--- src/pkg/lmt_map.svh ---
// Purpose: Constants for loop mode control and cycle timing
// Assumes: Costs packed as {clocks[7:0], reads[3:0], writes[3:0]}
// Notes:   Four-clock bus cycles, no wait states included
`ifndef LMT_MAP_SVH
`define LMT_MAP_SVH
`define LMT_LOOP_DISP       16'hFFFC
`define LMT_WAIT_CLK        8'h01
`define LMT_COST_ZERO       16'h0000
`define LMT_EA_IND_F_BW     16'h0410
`define LMT_EA_IND_F_L      16'h0820
`define LMT_EA_IND_N        16'h0200
`define LMT_EA_POST_F_BW    16'h0410
`define LMT_EA_POST_F_L     16'h0820
`define LMT_EA_POST_N       16'h0400
`define LMT_EA_PRE_F_BW     16'h0810
`define LMT_EA_PRE_F_L      16'h0A20
`define LMT_EA_PRE_N        16'h0400
`define LMT_EA_DISP_F_BW    16'h0820
`define LMT_EA_DISP_F_L     16'h0C30
`define LMT_EA_DISP_N_BW    16'h0400
`define LMT_EA_DISP_N_L     16'h0410
`define LMT_EA_IDX_F_BW     16'h0A20
`define LMT_EA_IDX_F_L      16'h0E30
`define LMT_EA_IDX_N        16'h0810
`define LMT_EA_ABSW_F_BW    16'h0820
`define LMT_EA_ABSW_F_L     16'h0C30
`define LMT_EA_ABSW_N       16'h0410
`define LMT_EA_ABSL_F_BW    16'h0C30
`define LMT_EA_ABSL_F_L     16'h1040
`define LMT_EA_ABSL_N       16'h0820
`define LMT_EA_PCD_F_BW     16'h0820
`define LMT_EA_PCD_F_L      16'h0C30
`define LMT_EA_PCX_F_BW     16'h0A20
`define LMT_EA_PCX_F_L      16'h0E30
`define LMT_EA_IMM_F_BW     16'h0410
`define LMT_EA_IMM_F_L      16'h0820
`define LMT_MOVE_BASE       16'h0410
`define LMT_MOVE_WR_BW      16'h0401
`define LMT_MOVE_WR_L       16'h0802
`define LMT_MOVE_PRE_SRC_BW 16'h0610
`define LMT_MOVE_DST_DISP   16'h0410
`define LMT_MOVE_DST_IDX    16'h0610
`define LMT_MOVE_DST_ABSW   16'h0410
`define LMT_MOVE_DST_ABSL   16'h0820
`endif

--- src/pkg/lmt_pkg.sv ---
// Purpose: Types for loop mode control and cycle timing
// Assumes: Constants live in lmt_map.svh
// Notes:   None
package lmt_pkg;
  typedef enum logic [3:0] {
    ea_dn, ea_an, ea_ind, ea_post, ea_pre, ea_disp, ea_idx,
    ea_absw, ea_absl, ea_pcd, ea_pcx, ea_imm
  } lmt_ea_mode_t;
  typedef struct packed {
    logic [7:0] clocks;
    logic [3:0] reads;
    logic [3:0] writes;
  } lmt_cost_t;
  typedef struct packed {
    logic        valid;
    logic        taken;
    logic [15:0] disp;
  } lmt_decrement_and_branch_t;
  typedef struct packed {
    logic         valid;
    lmt_ea_mode_t mode;
    logic         size_long;
    logic         fetch;
  } lmt_ea_req_t;
  typedef struct packed {
    logic         valid;
    lmt_ea_mode_t src;
    lmt_ea_mode_t dst;
    logic         size_long;
  } lmt_move_req_t;
  typedef enum logic {arm_idle, arm_wait} lmt_arm_state_t;
endpackage

--- src/design/lmt_ctrl.sv ---
// Purpose: Loop mode sequencing and instruction cycle cost tracking
// Assumes: Core presents decode events as one-cycle pulses on core_clk
// Notes:   Cost figures assume four-clock bus cycles plus waits
`include "lmt_map.svh"
module lmt_ctrl
  import lmt_pkg::*;
(
  input  wire logic          core_clk,
  input  wire logic          rst,
  input  wire logic          opword_valid,
  input  wire logic [15:0]   opword,
  input  wire lmt_decrement_and_branch_t     decrement_and_branch,
  input  wire logic          instr_boundary,
  input  wire logic          irq_pending,
  input  wire logic          trace_en,
  input  wire logic          bus_error,
  input  wire logic          rte_resume,
  input  wire lmt_ea_req_t   ea_req,
  input  wire lmt_move_req_t move_req,
  input  wire logic          wait_state,
  output logic               loop_active,
  output logic               irq_take,
  output logic               trace_take,
  output logic               loop_exit,
  output logic               skip_refetch,
  output logic               cost_valid,
  output lmt_cost_t          cost
);

  lmt_arm_state_t arm_state;
  lmt_arm_state_t next_arm_state;
  logic           resume_pending;
  logic           next_resume_pending;
  logic           next_loop_active;
  logic           next_irq_take;
  logic           next_trace_take;
  logic           next_loop_exit;
  logic           next_skip_refetch;
  logic           next_cost_valid;
  lmt_cost_t      next_cost;
  logic           enter_loop;
  logic           exit_cond;
  logic           exit_branch;
  logic           exit_irq;
  logic           exit_trace;
  logic           exit_bus;
  logic           entry_block;

  function automatic logic is_indirect(input logic [2:0] mode);
    is_indirect = (mode == 3'h2) || (mode == 3'h3) || (mode == 3'h4);
  endfunction

  // Loopable one-word instruction decode
  function automatic logic loopable(input logic [15:0] op);
    logic [2:0] dst_mode;
    logic [2:0] src_mode;
    logic [2:0] opmode;
    logic       ok;
    dst_mode = op[8:6];
    src_mode = op[5:3];
    opmode   = op[8:6];
    ok       = 1'b0;
    if ((op[15:14] == 2'h0) && (op[13:12] != 2'h0)) begin
      if (is_indirect(src_mode) && is_indirect(dst_mode)) begin
        ok = 1'b1;
      end
      if ((src_mode == 3'h0) && ((dst_mode == 3'h2) || (dst_mode == 3'h3))) begin
        ok = 1'b1;
      end
      if ((src_mode == 3'h1) && (op[13:12] != 2'h1) &&
          ((dst_mode == 3'h2) || (dst_mode == 3'h3))) begin
        ok = 1'b1;
      end
    end
    // Arithmetic and compare forms into a data register
    if ((op[15:12] == 4'hD) || (op[15:12] == 4'hC) || (op[15:12] == 4'hB) ||
        (op[15:12] == 4'h8) || (op[15:12] == 4'h9)) begin
      if ((opmode <= 3'h2) && is_indirect(src_mode)) begin
        ok = 1'b1;
      end
    end
    loopable = ok;
  endfunction

  function automatic lmt_cost_t add_cost(input lmt_cost_t a, input lmt_cost_t b);
    lmt_cost_t s;
    s.clocks = a.clocks + b.clocks;
    s.reads  = a.reads + b.reads;
    s.writes = a.writes + b.writes;
    add_cost = s;
  endfunction

  // Effective address cost; no entry carries a write
  function automatic lmt_cost_t ea_cost(input lmt_ea_mode_t mode,
                                        input logic lng, input logic fetch);
    logic [15:0] c;
    c = `LMT_COST_ZERO;
    unique case (mode)
      ea_dn, ea_an: c = `LMT_COST_ZERO;
      ea_ind: begin
        if (!fetch) c = `LMT_EA_IND_N;
        else if (lng) c = `LMT_EA_IND_F_L;
        else c = `LMT_EA_IND_F_BW;
      end
      ea_post: begin
        if (!fetch) c = `LMT_EA_POST_N;
        else if (lng) c = `LMT_EA_POST_F_L;
        else c = `LMT_EA_POST_F_BW;
      end
      ea_pre: begin
        if (!fetch) c = `LMT_EA_PRE_N;
        else if (lng) c = `LMT_EA_PRE_F_L;
        else c = `LMT_EA_PRE_F_BW;
      end
      ea_disp: begin
        if (!fetch) c = lng ? `LMT_EA_DISP_N_L : `LMT_EA_DISP_N_BW;
        else if (lng) c = `LMT_EA_DISP_F_L;
        else c = `LMT_EA_DISP_F_BW;
      end
      ea_idx: begin
        if (!fetch) c = `LMT_EA_IDX_N;
        else if (lng) c = `LMT_EA_IDX_F_L;
        else c = `LMT_EA_IDX_F_BW;
      end
      ea_absw: begin
        if (!fetch) c = `LMT_EA_ABSW_N;
        else if (lng) c = `LMT_EA_ABSW_F_L;
        else c = `LMT_EA_ABSW_F_BW;
      end
      ea_absl: begin
        if (!fetch) c = `LMT_EA_ABSL_N;
        else if (lng) c = `LMT_EA_ABSL_F_L;
        else c = `LMT_EA_ABSL_F_BW;
      end
      ea_pcd: c = lng ? `LMT_EA_PCD_F_L : `LMT_EA_PCD_F_BW;
      ea_pcx: c = lng ? `LMT_EA_PCX_F_L : `LMT_EA_PCX_F_BW;
      ea_imm: c = lng ? `LMT_EA_IMM_F_L : `LMT_EA_IMM_F_BW;
      default: c = `LMT_COST_ZERO;
    endcase
    c[3:0] = 4'h0;
    ea_cost = lmt_cost_t'(c);
  endfunction

  // Move cost: fetch plus source read plus destination write and extensions
  function automatic lmt_cost_t move_cost(input lmt_ea_mode_t src,
                                          input lmt_ea_mode_t dst,
                                          input logic lng);
    lmt_cost_t total;
    lmt_cost_t src_c;
    lmt_cost_t dst_c;
    total = lmt_cost_t'(`LMT_MOVE_BASE);
    if ((src == ea_pre) && !lng) begin
      src_c = lmt_cost_t'(`LMT_MOVE_PRE_SRC_BW);
    end else begin
      src_c = ea_cost(src, lng, 1'b1);
    end
    dst_c = lmt_cost_t'(`LMT_COST_ZERO);
    unique case (dst)
      ea_disp: dst_c = lmt_cost_t'(`LMT_MOVE_DST_DISP);
      ea_idx:  dst_c = lmt_cost_t'(`LMT_MOVE_DST_IDX);
      ea_absw: dst_c = lmt_cost_t'(`LMT_MOVE_DST_ABSW);
      ea_absl: dst_c = lmt_cost_t'(`LMT_MOVE_DST_ABSL);
      default: dst_c = lmt_cost_t'(`LMT_COST_ZERO);
    endcase
    total = add_cost(total, src_c);
    // Memory destinations add the write and any extension words
    if ((dst != ea_dn) && (dst != ea_an)) begin
      total = add_cost(total, lng ? lmt_cost_t'(`LMT_MOVE_WR_L)
                                  : lmt_cost_t'(`LMT_MOVE_WR_BW));
      total = add_cost(total, dst_c);
    end
    move_cost = total;
  endfunction

  // Loop entry, exit and exception acceptance
  always_comb begin
    next_arm_state      = arm_state;
    next_resume_pending = resume_pending;
    next_loop_active    = loop_active;
    next_skip_refetch   = 1'b0;
    next_loop_exit      = 1'b0;
    enter_loop          = 1'b0;
    exit_cond           = 1'b0;
    // Interrupts wait for the branch instruction while looping
    if (loop_active) begin
      next_irq_take = irq_pending && decrement_and_branch.valid;
    end else begin
      next_irq_take = irq_pending && instr_boundary;
    end
    next_trace_take = trace_en && (instr_boundary || decrement_and_branch.valid);
    // An exception accepted this cycle forbids any entry
    entry_block     = trace_en || next_irq_take;
    unique case (arm_state)
      arm_idle: begin
        if (decrement_and_branch.valid && decrement_and_branch.taken && (decrement_and_branch.disp == `LMT_LOOP_DISP) &&
            !trace_en && !loop_active) begin
          next_arm_state = arm_wait;
        end
      end
      arm_wait: begin
        if (trace_en || bus_error || irq_pending) begin
          next_arm_state = arm_idle;
        end else if (opword_valid) begin
          next_arm_state = arm_idle;
          enter_loop     = loopable(opword);
        end
      end
    endcase
    // Each exit cause counts only while looping
    exit_branch = loop_active && decrement_and_branch.valid && !decrement_and_branch.taken;
    exit_irq    = loop_active && decrement_and_branch.valid && irq_pending;
    exit_trace  = loop_active && trace_en;
    exit_bus    = loop_active && bus_error;
    exit_cond   = exit_branch || exit_irq || exit_trace || exit_bus;
    // Remember a loop cut by a bus error for the exception return
    if (exit_bus) begin
      next_resume_pending = 1'b1;
    end else if (rte_resume || (irq_pending && instr_boundary && !loop_active)) begin
      next_resume_pending = 1'b0;
    end
    // Exit wins over both kinds of entry
    if (exit_cond) begin
      next_loop_active = 1'b0;
      next_loop_exit   = 1'b1;
    end else if (rte_resume && resume_pending && !entry_block) begin
      next_loop_active  = 1'b1;
      next_skip_refetch = 1'b1;
    end else if (enter_loop && !entry_block) begin
      next_loop_active = 1'b1;
    end
  end

  // Outputs come straight from registers
  always_ff @(posedge core_clk or posedge rst) begin
    if (rst) begin
      arm_state      <= arm_idle;
      resume_pending <= 1'b0;
      loop_active    <= 1'b0;
      irq_take       <= 1'b0;
      trace_take     <= 1'b0;
      loop_exit      <= 1'b0;
      skip_refetch   <= 1'b0;
    end else begin
      arm_state      <= next_arm_state;
      resume_pending <= next_resume_pending;
      loop_active    <= next_loop_active;
      irq_take       <= next_irq_take;
      trace_take     <= next_trace_take;
      loop_exit      <= next_loop_exit;
      skip_refetch   <= next_skip_refetch;
    end
  end

  // Cost tracking with wait-state stretch
  always_comb begin
    next_cost       = cost;
    next_cost_valid = 1'b0;
    // Move requests win over address requests
    if (move_req.valid) begin
      next_cost       = move_cost(move_req.src, move_req.dst, move_req.size_long);
      next_cost_valid = 1'b1;
    end else if (ea_req.valid) begin
      next_cost       = ea_cost(ea_req.mode, ea_req.size_long, ea_req.fetch);
      next_cost_valid = 1'b1;
    end else if (wait_state) begin
      next_cost.clocks = cost.clocks + `LMT_WAIT_CLK;
      next_cost_valid  = 1'b1;
    end
  end

  always_ff @(posedge core_clk or posedge rst) begin
    if (rst) begin
      cost       <= lmt_cost_t'(`LMT_COST_ZERO);
      cost_valid <= 1'b0;
    end else begin
      cost       <= next_cost;
      cost_valid <= next_cost_valid;
    end
  end

endmodule

--- config.mk ---
export PLATFORM = sky130hd
export DESIGN_NAME = lmt_ctrl
export DESIGN_NICKNAME = d
export VERILOG_FILES = /design/src/pkg/lmt_pkg.sv /design/src/design/lmt_ctrl.sv
export VERILOG_INCLUDE_DIRS = /design/src /design/src/pkg
export SDC_FILE = /design/constraint.sdc
export NUM_CORES = 1
export LEC_CHECK = 0
export ABC_CLOCK_PERIOD_IN_PS = 1600
export BUFFER_PORTS_ARGS = -buffer_cell sky130_fd_sc_hd__buf_4
export CORE_AREA = 2 2 68 70
export DETAILED_ROUTE_END_ITERATION = 8
export DIE_AREA = 0 0 70 72
export HOLD_SLACK_MARGIN = 0.12
export PLACE_DENSITY = 0.88
export RECOVER_POWER = 100
export SLEW_MARGIN = 20
export SYNTH_ARGS = -nofsm -noshare
export SYNTH_HDL_FRONTEND = slang
export SYNTH_SLANG_ARGS = --single-unit
--- constraint.sdc ---
create_clock -name core_clk -period 1.6 [get_ports core_clk]
set_input_delay 0.08 -clock core_clk [delete_from_list [all_inputs] [get_ports core_clk]]
set_output_delay 0.08 -clock core_clk [all_outputs]
set_load 0.05 [all_outputs]
==> impl_metrics.py <==
metrics = {
    "power": {
        "switching_power_mw": 0.813,
        "power_frac_seq": 0.324,
        "p_per_area_nw_per_um2": 645,
        "cellLeakagePower_nw": 1.40,
        "max-vdd-ir-drop_v": 0.000507,
        "internal_power_mw": 1.19,
        "switching_share": 0.406,
        "clock_power_share": 0.170,
        "combPwrFrac": 0.506,
        "power_mw": 2.01,
    },
    "run_status": {
        "status": "finished, violations left",
        "violations": "setup timing",
    },
    "logic_synthesis": {
        "ys_ff_latch": 22,
        "avgSynthCellArea_um2": 8.15,
        "synth_edf_count": 0,
        "ys_async_sr_fraction": 1.00,
        "yosysWarnings": 0,
        "yosys.area.top_type": "dfrtp_1",
        "synth-seq-area-share": 0.267,
        "synthTopCellsByArea": "dfrtp_1, ha_1, a21oi_1, inv_1, fa_1",
        "synthFlopType": "dfrtp_1",
        "synth.top_cell.area_share": 0.267,
        "syn_area_um2": 2060,
        "synthCells": 253,
        "synth.distinct_cells": 60,
    },
    "global_route": {
        "grt_util_all_layers": 0.243,
        "gr-total-overflow": 0,
        "first_global_vias": 2270,
        "grt_pass1_wl_um": 9830,
        "antenna_found_initial": 0,
        "grt_max_degree": 23,
    },
    "final_layout": {
        "post-route-cell-area_um2": 3110,
        "nets": 432,
        "post-route-util": 0.730,
        "nFillCells": 316,
        "final_cell_mix": "buf_4, clkbuf_1, dfrtp_1",
        "drive_gt1_frac": 0.356,
        "syn_to_final_growth_pct": 50.9,
        "diodes": 0,
        "final_cells": 406,
        "layout_commonest_cell": "buf_4",
    },
    "worst_setup_path": {
        "r2r.worst_path.cells": 4,
        "r2r_slack_ps": 140,
        "required_ps": 1760,
        "crit_type": "in -> reg",
        "reg2reg_from": "arm_state",
        "startpoint_type": "primary input",
        "crit_path_end_kind": "flip-flop",
        "cp_data_arrival_time_ps": 2540,
        "timing.rr.end": "arm_state",
        "crit_fanout": 4,
    },
    "clock_network": {
        "htreeDepth": 1,
        "clkSinkCount": 22,
        "cts.root.buffer_cell": "clkbuf_8",
        "cts_tree": "built",
        "clock_latency_ps": 260,
        "cts-buffers-inserted": 3,
        "path_clk_slew_ps": 70,
        "clockBufferDepth": 2,
    },
    "timing": {
        "finalHoldViolations": 0,
        "fin_crit_ps": 2390,
        "timing.hold.ws_ps": 129,
        "finalSetupTns_ps": -3370,
        "tightest_slew_ps": 651,
        "rsz0062_at_grt": "true",
        "finalClockSkew_ps": 0.829,
        "fmax_mhz": 419,
        "maxSlewHeadroom": 0.568,
        "setup_viol": 7,
        "setup_slack_ps": -786,
        "slew_violations": 0,
        "period_share": 1.49,
    },
    "route": {
        "routed_via_density": 5.98,
        "drtPass1Iterations": 4,
        "wl_per_cell_um": 17.9,
        "drtAntennaViolNets": 0,
        "drtIter0Drc": 163,
        "post-route-drc-count": 0,
        "vias": 2428,
        "routed_wl_um": 7280,
    },
    "job": {
        "cap_violations": 0,
    },
    "die": {
        "chipHeight_um": 72,
        "die_area_um2": 5040,
        "initial_core_util": 0.484,
        "pin_count": 82,
        "core-area_um2": 4260,
        "die_w_um": 70,
        "num_rows": 24,
    },
    "min_path": {
        "hold_depth": 3,
        "min_to": "loop_active",
        "min_from": "trace_en",
        "hold_class": "in -> reg",
    },
    "placed_design": {
        "post-place-ws_ps": -998,
        "place_congestion": 0.827,
        "dp_cells": 382,
        "hpwlAfterDp_um": 4440,
        "place_area_um2": 2740,
        "portBuffers": 73,
    },
}
cell usage after synthesis, types with 5 or more instances:
cell      number
xnor2_1        5
clkbuf_1       5
o21ai_0       15
nand3b_1       5
ha_1          12
nor2_1        18
buf_2          6
nor2b_1        6
inv_1         22
nand3_1        6
dfrtp_1       22
nand2_1       19
a21oi_1       23
how the worst max path moves through the flow:
stage | endpoint | from | slack, ps | cells after the start
6_report | cost[13] | move_req[8] | -790 | 13
5_1_grt | cost[13] | move_req[8] | -850 | 13
4_1_cts | cost[11] | move_req[8] | -630 | 12
3_5_place_dp | cost[13] | move_req[7] | -1000 | 14
3_3_place_gp | cost[13] | move_req[7] | -930 | 14
2_1_floorplan | cost[11] | move_req[8] | -840 | 12
layer usage:
layer  vias up  global-route usage  share of wire
met5         -                   0              0
met4         0              0.0812          0.056
met3        39              0.0500          0.077
met2       141               0.471           0.51
met1      1145               0.262           0.35
li1       1103                   -              -
timing repair:
item                                    CTS  global route
hold buffers                              9             0
endpoints found under the setup margin    7             8
endpoints found under the hold margin    28             0
buffers inserted                          9             5
pin swaps                                17            22
gates resized for setup                  29            31
critical path, cell delays in order:
cell and delay, ps:
buf_8 100, buf_6 130, a211oi_4 380, a221oi_4 80, ha_4 290, inv_2 40, fa_1 570, inv_1 60
ha_1 270, a21o_1 190, a21oi_2 150, o32ai_2 90, o21a_1 110
layout make-up:
class                           count  area (um2)  area share
Multi-Input combinational cell    193        1530       0.493
Timing Repair Buffer              114         835       0.268
Sequential cell                    22         551       0.177
Inverter                           22        87.6      0.0281
Tap cell                           52        65.1      0.0209
Clock buffer                        3        41.3      0.0133
sequential cells by signal, summed over array words and instances (netlist names):
signal,flops
skip_refetch,1
resume_pending,1
cost,14
arm_state,1
irq_take,1
cost_valid,1
trace_take,1
loop_active,1
loop_exit,1
power groups by stage:
stage               sequential [mW]  clock [mW]  combinational (mW)
detailed placement            0.659           0               0.826
CTS                           0.648       0.346               0.912
finish                        0.650       0.341                1.01
global placement              0.654           0               0.801
global route                  0.656       0.375                1.07
floorplan                     0.805           0               0.371
logic make-up (layout without fill, tap and decap cells):
kind of cell	after synthesis	count (layout)	share of synthesized area
simple gates	90	90	0.257
compound gates	74	74	0.226
buf+inv	39	139	0.0843
flops	22	22	0.267
fa+ha+maj	16	16	0.112
xor+xnor	9	9	0.0419
mux	2	2	0.00971
other cells	1	2	0.00182
Note: power is estimated with default switching activity, not from simulation.
